## src/fsb_regs.svh

```systemverilog
// register offsets, field positions, reset values and timing counts
// for the frame sync output block; included by its bare name
`ifndef FSB_REGS_SVH
`define FSB_REGS_SVH

// global sysref control register
`define FSB_ADDR_SYS 8'h19
`define FSB_BIAS_TYPE_BIT 7
`define FSB_DLC_LSB 5
`define FSB_DLC_MSB 6

// per output source and phase registers
`define FSB_ADDR_SEL_A0 8'h28
`define FSB_ADDR_SEL_A1 8'h29
`define FSB_ADDR_SEL_A2 8'h2A
`define FSB_ADDR_SEL_B0 8'h38
`define FSB_ADDR_SEL_B1 8'h39
`define FSB_ADDR_SEL_C0 8'h48
`define FSB_ADDR_SEL_C1 8'h49
`define FSB_ADDR_SEL_D 8'h58
`define FSB_SRC_BIT 4
`define FSB_PHASE_LSB 1
`define FSB_PHASE_MSB 3

// per output bias and style registers
`define FSB_ADDR_BIAS_A0 8'h2C
`define FSB_ADDR_BIAS_A1 8'h2D
`define FSB_ADDR_BIAS_A2 8'h2E
`define FSB_ADDR_BIAS_B0 8'h3C
`define FSB_ADDR_BIAS_B1 8'h3D
`define FSB_ADDR_BIAS_C0 8'h4C
`define FSB_ADDR_BIAS_C1 8'h4D
`define FSB_ADDR_BIAS_D 8'h5C
`define FSB_HOLD_BIT 5
`define FSB_STYLE_BIT 4

// reset values
`define FSB_RST_SRC 1'h1
`define FSB_RST_PHASE 3'h0
`define FSB_RST_HOLD 1'h0
`define FSB_RST_STYLE 1'h0
`define FSB_RST_BIAS_TYPE 1'h1
`define FSB_RST_DLC 2'h0

// timing: one delay cell and the clock period, in ps
`define FSB_DELAY_CELL_PS 131
`define FSB_CLK_PERIOD_PS 10000

`endif

```

## src/fsb_pkg.sv

```systemverilog
// types shared by the frame sync output block
// no surroundings assumed
package fsb_pkg;

    // lane bias sequencing: waiting for first reference edge, or running
    typedef enum logic {
        FSB_ST_IDLE,
        FSB_ST_RUN
    } fsb_state_t;

    // output electrical style
    typedef enum logic {
        FSB_STYLE_LVDS,
        FSB_STYLE_ECL
    } fsb_style_t;

endpackage

```

## src/fsb_lane_if.sv

```systemverilog
// configuration and signals handed from the register side to one lane
// assumes one instance per output, driven by the top module
`timescale 1ns/1ps
`default_nettype none

interface fsb_lane_if;
    logic src_sel;
    logic [2:0] phase;
    logic [1:0] dlc;
    logic bias_type;
    logic bias_hold;
    logic style;
    logic ref_rise;
    logic sysref;
    logic chan_clk;

    modport ctrl (
        output src_sel, phase, dlc, bias_type, bias_hold, style,
        output ref_rise, sysref, chan_clk
    );
    modport lane (
        input src_sel, phase, dlc, bias_type, bias_hold, style,
        input ref_rise, sysref, chan_clk
    );
endinterface

`default_nettype wire

```

## src/fsb_lane.sv

```systemverilog
// one frame sync output: source select, phase delay line, bias sequencing
// assumes all inputs synchronous to clock; outputs are flip-flops
`timescale 1ns/1ps
`default_nettype none
`include "fsb_regs.svh"

module fsb_lane
    import fsb_pkg::*;
#(
    parameter int PHASE_MAX = 7,
    parameter int DLC_MAX = 3
)(
    // clock and reset
    input wire logic clock,
    input wire logic nrst,
    // configuration
    fsb_lane_if.lane cfg,
    // output pair and crosspoint hold
    output logic out_p,
    output logic out_n,
    output logic out_xpt
);

    // clock cycles per delay cell, never below one
    localparam int CELL_RAW =
        (`FSB_DELAY_CELL_PS + `FSB_CLK_PERIOD_PS - 1) / `FSB_CLK_PERIOD_PS;
    localparam int CELL_CYC = (CELL_RAW < 1) ? 1 : CELL_RAW;
    localparam int DEPTH = PHASE_MAX * (DLC_MAX + 1) * CELL_CYC;
    localparam int TW = $clog2(DEPTH + 1);

    logic src;
    logic delayed;
    logic [TW-1:0] tap;
    logic [DEPTH-1:0] line_r;
    fsb_state_t st_r;
    logic p_nxt;
    logic n_nxt;
    logic x_nxt;

    // source choice
    always_comb
    begin
        if (cfg.src_sel)
            src = cfg.sysref;
        else
            src = cfg.chan_clk;
    end

    // delay line in cells: code times (step setting plus one)
    always_ff @(posedge clock or negedge nrst)
    begin
        if (!nrst)
            line_r <= '0;
        else
            line_r <= {line_r[DEPTH-2:0], src};
    end

    always_comb
    begin
        tap = TW'(32'(cfg.phase) * (32'(cfg.dlc) + 1) * CELL_CYC);
        if (tap == '0)
            delayed = src;
        else
            delayed = line_r[tap - TW'(1)];
    end

    // first rising reference edge starts toggling of LVDS outputs whose bias hold is clear; ECL outputs toggle without it
    always_ff @(posedge clock or negedge nrst)
    begin
        if (!nrst)
            st_r <= FSB_ST_IDLE;
        else
        begin
            case (st_r)
                FSB_ST_IDLE:
                    if (cfg.ref_rise)
                        st_r <= FSB_ST_RUN;
                FSB_ST_RUN:
                    st_r <= FSB_ST_RUN;
                default:
                    st_r <= FSB_ST_IDLE;
            endcase
        end
    end

    // output level selection
    always_comb
    begin
        p_nxt = delayed;
        n_nxt = ~delayed;
        x_nxt = 1'b0;
        if (cfg.style == FSB_STYLE_ECL)
        begin
            p_nxt = delayed;
            n_nxt = ~delayed;
        end
        else if (cfg.bias_hold)
        begin
            p_nxt = 1'b0;
            if (cfg.bias_type)
            begin
                n_nxt = 1'b0;
                x_nxt = 1'b1;
            end
            else
                n_nxt = 1'b1;
        end
        else if (st_r == FSB_ST_IDLE)
        begin
            p_nxt = 1'b0;
            if (cfg.bias_type)
            begin
                n_nxt = 1'b0;
                x_nxt = 1'b1;
            end
            else
                n_nxt = 1'b1;
        end
    end

    always_ff @(posedge clock or negedge nrst)
    begin
        if (!nrst)
        begin
            out_p <= 1'b0;
            out_n <= 1'b1;
            out_xpt <= 1'b0;
        end
        else
        begin
            out_p <= p_nxt;
            out_n <= n_nxt;
            out_xpt <= x_nxt;
        end
    end

endmodule // fsb_lane

`default_nettype wire

```

## src/fsb_top.sv

```systemverilog
// frame sync output control: eight outputs, source, phase delay and bias
// assumes a simple register port and inputs synchronous to clock
//
// The address-and-strobe port and the address map were decided locally.
`timescale 1ns/1ps
`default_nettype none
`include "fsb_regs.svh"

module fsb_top
    import fsb_pkg::*;
#(
    parameter int NOUT = 8,
    parameter int NCHAN = 4
)(
    // clock and reset
    input wire logic clock,
    input wire logic nrst,
    // register port
    input wire logic [7:0] reg_addr,
    input wire logic [7:0] reg_wdata,
    input wire logic reg_wr,
    input wire logic reg_rd,
    output logic [7:0] reg_rdata,
    // signal sources
    input wire logic [NCHAN-1:0] chan_clk,
    input wire logic sysref_in,
    input wire logic ref_in,
    // outputs
    output logic [NOUT-1:0] frame_sync_out,
    output logic [NOUT-1:0] frame_sync_out_neg,
    output logic [NOUT-1:0] crosspoint_level
);

    // source/phase register lookup: {hit, index}
    function automatic logic [3:0] sel_index(input logic [7:0] a);
        case (a)
            `FSB_ADDR_SEL_A0: sel_index = 4'h8;
            `FSB_ADDR_SEL_A1: sel_index = 4'h9;
            `FSB_ADDR_SEL_A2: sel_index = 4'hA;
            `FSB_ADDR_SEL_B0: sel_index = 4'hB;
            `FSB_ADDR_SEL_B1: sel_index = 4'hC;
            `FSB_ADDR_SEL_C0: sel_index = 4'hD;
            `FSB_ADDR_SEL_C1: sel_index = 4'hE;
            `FSB_ADDR_SEL_D: sel_index = 4'hF;
            default: sel_index = 4'h0;
        endcase
    endfunction

    // bias/style register lookup: {hit, index}
    function automatic logic [3:0] bias_index(input logic [7:0] a);
        case (a)
            `FSB_ADDR_BIAS_A0: bias_index = 4'h8;
            `FSB_ADDR_BIAS_A1: bias_index = 4'h9;
            `FSB_ADDR_BIAS_A2: bias_index = 4'hA;
            `FSB_ADDR_BIAS_B0: bias_index = 4'hB;
            `FSB_ADDR_BIAS_B1: bias_index = 4'hC;
            `FSB_ADDR_BIAS_C0: bias_index = 4'hD;
            `FSB_ADDR_BIAS_C1: bias_index = 4'hE;
            `FSB_ADDR_BIAS_D: bias_index = 4'hF;
            default: bias_index = 4'h0;
        endcase
    endfunction

    // channel feeding each output: A0-A2, B0-B1, C0-C1, D
    function automatic int chan_of(input int i);
        if (i < 3)
            chan_of = 0;
        else if (i < 5)
            chan_of = 1;
        else if (i < 7)
            chan_of = 2;
        else
            chan_of = 3;
    endfunction

    // global register decode, shared by write and read side
    function automatic logic is_sys(input logic [7:0] a);
        is_sys = (a == `FSB_ADDR_SYS);
    endfunction

    // read back word of a source/phase register
    function automatic logic [7:0] pack_sel(input logic s,
        input logic [2:0] p);
        pack_sel = 8'h00;
        pack_sel[`FSB_SRC_BIT] = s;
        pack_sel[`FSB_PHASE_MSB:`FSB_PHASE_LSB] = p;
    endfunction

    // read back word of a bias/style register
    function automatic logic [7:0] pack_bias(input logic h,
        input logic st);
        pack_bias = 8'h00;
        pack_bias[`FSB_HOLD_BIT] = h;
        pack_bias[`FSB_STYLE_BIT] = st;
    endfunction

    // read back word of the global register
    function automatic logic [7:0] pack_sys(input logic t,
        input logic [1:0] d);
        pack_sys = 8'h00;
        pack_sys[`FSB_BIAS_TYPE_BIT] = t;
        pack_sys[`FSB_DLC_MSB:`FSB_DLC_LSB] = d;
    endfunction

    logic [NOUT-1:0] src_sel_r;
    logic [2:0] phase_r [NOUT];
    logic [NOUT-1:0] hold_r;
    logic [NOUT-1:0] style_r;
    logic bias_type_r;
    logic [1:0] dlc_r;
    logic ref_prev_r;
    logic ref_rise;
    logic [3:0] wsel;
    logic [3:0] wbias;
    logic [3:0] rsel;
    logic [3:0] rbias;
    logic [7:0] rdata_nxt;

    assign wsel = sel_index(reg_addr);
    assign wbias = bias_index(reg_addr);
    assign rsel = wsel;
    assign rbias = wbias;

    // per output source select and phase code
    always_ff @(posedge clock or negedge nrst)
    begin
        if (!nrst)
        begin
            src_sel_r <= {NOUT{`FSB_RST_SRC}};
            for (int i = 0; i < NOUT; i++)
                phase_r[i] <= `FSB_RST_PHASE;
        end
        else if (reg_wr && wsel[3])
        begin
            src_sel_r[wsel[2:0]] <= reg_wdata[`FSB_SRC_BIT];
            phase_r[wsel[2:0]] <=
                reg_wdata[`FSB_PHASE_MSB:`FSB_PHASE_LSB];
        end
    end

    // per output bias hold and style
    always_ff @(posedge clock or negedge nrst)
    begin
        if (!nrst)
        begin
            hold_r <= {NOUT{`FSB_RST_HOLD}};
            style_r <= {NOUT{`FSB_RST_STYLE}};
        end
        else if (reg_wr && wbias[3])
        begin
            hold_r[wbias[2:0]] <= reg_wdata[`FSB_HOLD_BIT];
            style_r[wbias[2:0]] <= reg_wdata[`FSB_STYLE_BIT];
        end
    end

    // global bias type and delay step setting
    always_ff @(posedge clock or negedge nrst)
    begin
        if (!nrst)
        begin
            bias_type_r <= `FSB_RST_BIAS_TYPE;
            dlc_r <= `FSB_RST_DLC;
        end
        else if (reg_wr && is_sys(reg_addr))
        begin
            bias_type_r <= reg_wdata[`FSB_BIAS_TYPE_BIT];
            dlc_r <= reg_wdata[`FSB_DLC_MSB:`FSB_DLC_LSB];
        end
    end

    // read mux, unmapped and reserved bits read zero
    always_comb
    begin
        rdata_nxt = 8'h00;
        if (rsel[3])
            rdata_nxt = pack_sel(src_sel_r[rsel[2:0]], phase_r[rsel[2:0]]);
        else if (rbias[3])
            rdata_nxt = pack_bias(hold_r[rbias[2:0]], style_r[rbias[2:0]]);
        else if (is_sys(reg_addr))
            rdata_nxt = pack_sys(bias_type_r, dlc_r);
    end

    always_ff @(posedge clock or negedge nrst)
    begin
        if (!nrst)
            reg_rdata <= 8'h00;
        else if (reg_rd)
            reg_rdata <= rdata_nxt;
        else
            reg_rdata <= 8'h00;
    end

    // reference input rising edge
    always_ff @(posedge clock or negedge nrst)
    begin
        if (!nrst)
            ref_prev_r <= 1'b1; // a level held through reset is no edge
        else
            ref_prev_r <= ref_in;
    end

    assign ref_rise = ref_in & ~ref_prev_r;

    // one lane per output
    generate
        for (genvar g = 0; g < NOUT; g++)
        begin : g_lane
            fsb_lane_if lif ();

            assign lif.src_sel = src_sel_r[g];
            assign lif.phase = phase_r[g];
            assign lif.dlc = dlc_r;
            assign lif.bias_type = bias_type_r;
            assign lif.bias_hold = hold_r[g];
            assign lif.style = style_r[g];
            assign lif.ref_rise = ref_rise;
            assign lif.sysref = sysref_in;
            assign lif.chan_clk = chan_clk[chan_of(g)];

            fsb_lane u_lane (
                .clock(clock),
                .nrst(nrst),
                .cfg(lif.lane),
                .out_p(frame_sync_out[g]),
                .out_n(frame_sync_out_neg[g]),
                .out_xpt(crosspoint_level[g])
            );
        end
    endgenerate

endmodule // fsb_top

`default_nettype wire

```

## config.mk

```make
export PLATFORM = sky130hd
export DESIGN_NAME = fsb_top
export DESIGN_NICKNAME = d
export VERILOG_FILES = /design/src/fsb_pkg.sv /design/src/fsb_lane_if.sv /design/src/fsb_lane.sv /design/src/fsb_top.sv
export VERILOG_INCLUDE_DIRS = /design/src /design/src/src
export SDC_FILE = /design/constraint.sdc
export NUM_CORES = 1
export LEC_CHECK = 0
export ABC_AREA = 1
export BUFFER_PORTS_ARGS = -buffer_cell sky130_fd_sc_hd__buf_2
export CAP_MARGIN = 20
export CORE_MARGIN = 5
export CORE_UTILIZATION = 30
export CTS_CLUSTER_SIZE = 8
export DETAILED_ROUTE_END_ITERATION = 8
export GPL_TIMING_DRIVEN = 0
export SLEW_MARGIN = 30
export SYNTH_ARGS = -nofsm -noshare
export SYNTH_HDL_FRONTEND = slang
export SYNTH_SLANG_ARGS = --single-unit
```

## constraint.sdc

```tcl
create_clock -name clock -period 4.42 [get_ports clock]
set_input_delay 0.442 -clock clock [delete_from_list [all_inputs] [get_ports clock]]
set_output_delay 0.442 -clock clock [all_outputs]
set_load 0.02 [all_outputs]
```

==> flow_summary.yaml <==
floorplan:
  die_h_um: 230
  die_w_um: 230
  num_rows: 80
  dieArea_sq_um: 52700
  core_sq_um: 47700
  design.portCount: 58
  start_util: 0.303
place:
  dp_hpwl_mm: 24.2
  portBuffers: 54
  routabilityCongestion: 0.868
  placed_area_sq_um: 15600
sta:
  fin_crit_ns: 3.91
  skew_ns: 0.0183
  relSlewSlack: 0.497
  final_max_slew_viol_count: 0
  clock.fmax_mhz: 256
  tns_ns: 0
  hold_viol: 0
  rsz0062_at_grt: "false"
  finalSetupViolations: 0
  fin_crit_sh: 0.885
  tightest_slew_ns: 0.754
power:
  p_total_w: 0.00768
  p_sw_w: 0.00210
  comb_power_share: 0.150
  seqPwrFrac: 0.433
  p_leak_nw: 8.30
  power.internal_w: 0.00558
  cellPowerDensity_nw_per_um2: 452
  peakVddDrop_v: 0.000231
  swShare: 0.273
  pwr-share-clk: 0.416
yosys:
  synth-seq-cells: 315
  synth_area_leaders: "dfrtp_1, nand2_1, nand3_1"
  synth-seq-area-share: 0.546
  yosysMostFrequentCell: "nand2_1"
  synth_top_area_share: 0.514
  synthCells: 1621
  ys_async_sr_fraction: 1.00
  synth.top_cells.by_count: "nand2_1, dfrtp_1, nand3_1"
  synth_nets: 1696
  synthFlopType: "dfrtp_1"
  synth_cell_type_count: 39
  synth.avg_cell_area_sq_um: 8.93
  synth_top_area_cell: "dfrtp_1"
  ys_warn_count: 0
  synth_area_sq_um: 14500
  synth-edff-count: 0
clock_tree:
  clockBufferDepth: 3
  clock_sinks: 315
  cts_made_buffers: 45
  post_cts_resized: 0
  tritoncts: "yes"
  path_clk_slew_ns: 0.06
  post_cts_buffers: 0
  cts_root_buffer: "clkbuf_16"
  cts.htree.levels: 2
  clkLatencyLatePin_ns: 0.54
routing:
  via_count: 11000
  drtPass1Iterations: 5
  drt_iter0_drc: 590
  routed_via_density: 4.61
  ant_nets: 0
  drc: 0
  wl_per_cell_um: 14.4
  drt_wl_total_mm: 34.3
global_routing:
  grt_antenna_before_repair: 1
  grt_pass1_vias: 11200
  busiest_layer: "met2"
  grtUsageTotal: 0.132
  grt_max_degree: 94
  gr-usage-met1: 0.188
  grt_pass1_wl_mm: 58.4
  grt_use_met3: 0.0259
  overflow: 0
  grt_util_met2: 0.206
cells_and_area:
  drive_gt1_frac: 0.133
  diodes: 0
  utilization: 0.355
  n_fill_cell: 4835
  nets: 1801
  syn_to_final_growth_pct: 17.2
  final_area_sq_um: 17000
critical_path:
  end_kind: "flip-flop"
  critical_path_required_ns: 4.89
  critPathArrivalTime_ns: 4.38
  cp_max_fo: 15
  critPathLaunchType: "flip-flop"
  path_class: "flip-flop to flip-flop"
worst_hold_path:
  hold_path.class: "input port to flip-flop"
run_status:
  outcome: "complete, no violations"
run:
  cap_viol_max_count: 0
-- critical path, stage by stage (launching register included) --
cell      delay [ns]
dfrtp_1         0.43
ha_1            0.72
clkbuf_1        0.56
nand2_1         0.12
inv_1           0.08
ha_1            0.14
ha_1            0.13
inv_1           0.04
fa_1            0.50
nand3b_1        0.22
nand2_1         0.14
nand3_1         0.11
a21oi_1         0.37
nand3_1         0.13
nand2_1         0.10
inv_1           0.05
-- state kept, by name, indices dropped and copies added, names as in the netlist --
| register | flops |
|---|---|
| bias_type_r | 1 |
| dlc_r | 2 |
| g_lane.lif.phase | 24 |
| g_lane.u_lane.line_r | 224 |
| g_lane.u_lane.out_n | 8 |
| g_lane.u_lane.out_p | 8 |
| g_lane.u_lane.out_xpt | 8 |
| g_lane.u_lane.st_r | 8 |
| hold_r | 8 |
| ref_prev_r | 1 |
| reg_rdata | 7 |
| src_sel_r | 8 |
| style_r | 8 |
-- final timing paths --
check / cells past startpoint / startpoint / endpoint / slack [ns]
worst min register to register: 0 / g_lane[4].u_lane.line_r[7] / g_lane[4].u_lane.line_r[8] / 0.36
max in group asynchronous: 5 / nrst / bias_type_r / 2.78
worst max register to register: 15 / dlc_r[0] / g_lane[4].u_lane.out_n / 0.51
min in group asynchronous: 2 / nrst / g_lane[3].u_lane.line_r[6] / 0.32
worst min-delay path: 2 / reg_wdata[6] / dlc_r[1] / 0.15
worst max-delay path: 15 / dlc_r[0] / g_lane[4].u_lane.out_n / 0.51
-- final cells by class --
class	instances	area [sq um]	share of cell area
Inverter	180	676	0.0398
Tap cell	615	769	0.0454
Buffer	72	438	0.0258
Clock buffer	82	1310	0.0771
Multi-Input combinational cell	1052	5450	0.321
Clock inverter	2	13.8	0.000811
Sequential cell	315	7910	0.466
Timing Repair Buffer	60	410	0.0242
-- placed cells by master, fill, tap and decap left out, types with 9 or more instances in the layout --
cell type  count
dfstp_2       18
clkbuf_16     47
dfrtp_1      297
nand3_1      278
fa_1          16
clkbuf_1      45
a21oi_1       21
o21ai_0       58
nand2_2       15
nor2_1        80
inv_1        171
xnor2_1       19
o21ai_1       12
xor2_1         9
nand2_1      458
buf_2         80
ha_1          33
inv_2          9
buf_4         31
-- power by group through the flow --
stage / Sequential [W] / Clock (W) / Combinational (W)
global placement: 0.00336 / 0 / 0.00113
global route: 0.00336 / 0.00341 / 0.00131
finish: 0.00333 / 0.00320 / 0.00115
floorplan: 0.00332 / 0 / 0.000810
CTS: 0.00333 / 0.00328 / 0.00117
detailed placement: 0.00337 / 0 / 0.00116
-- per-layer routing --
metal	part of all wire	wire (um)
met4	0.023	774
met1	0.48	16500
met3	0.045	1550
met2	0.45	15400
met5	0	0
-- metrics by stage --
step | std cells | setup WS (ns) | hold slack, ns
after floorplan | 1621 | 1.22 | 0.146
after global placement | 2290 | -2.78 | 0.357
after detailed placement | 2294 | 0.124 | 0.245
after CTS | 2380 | 0.113 | 0.136
after global routing | 2378 | 0.0873 | 0.147
final | 2378 | 0.507 | 0.147
-- kinds of logic (layout without fill, tap and decap cells) --
logic type                 count (synthesis)  in the layout  synth area share
DFF                                      315            315             0.546
xor gates and xnor gates                  33             33            0.0247
muxes                                      2              2           0.00156
other                                      1              1          0.000259
AOI/OAI and AO/OA                         99             99            0.0356
buffers and inverters                    254            396            0.0775
and+or+nand+nor                          868            868             0.263
adders and majority gates                 49             49            0.0507
-- what timing repair did --
item	in CTS	in global routing
hold endpoints to repair	28	0
setup endpoints to repair	0	6
hold buffers	2	0
Note: power is estimated with default switching activity, not from simulation.
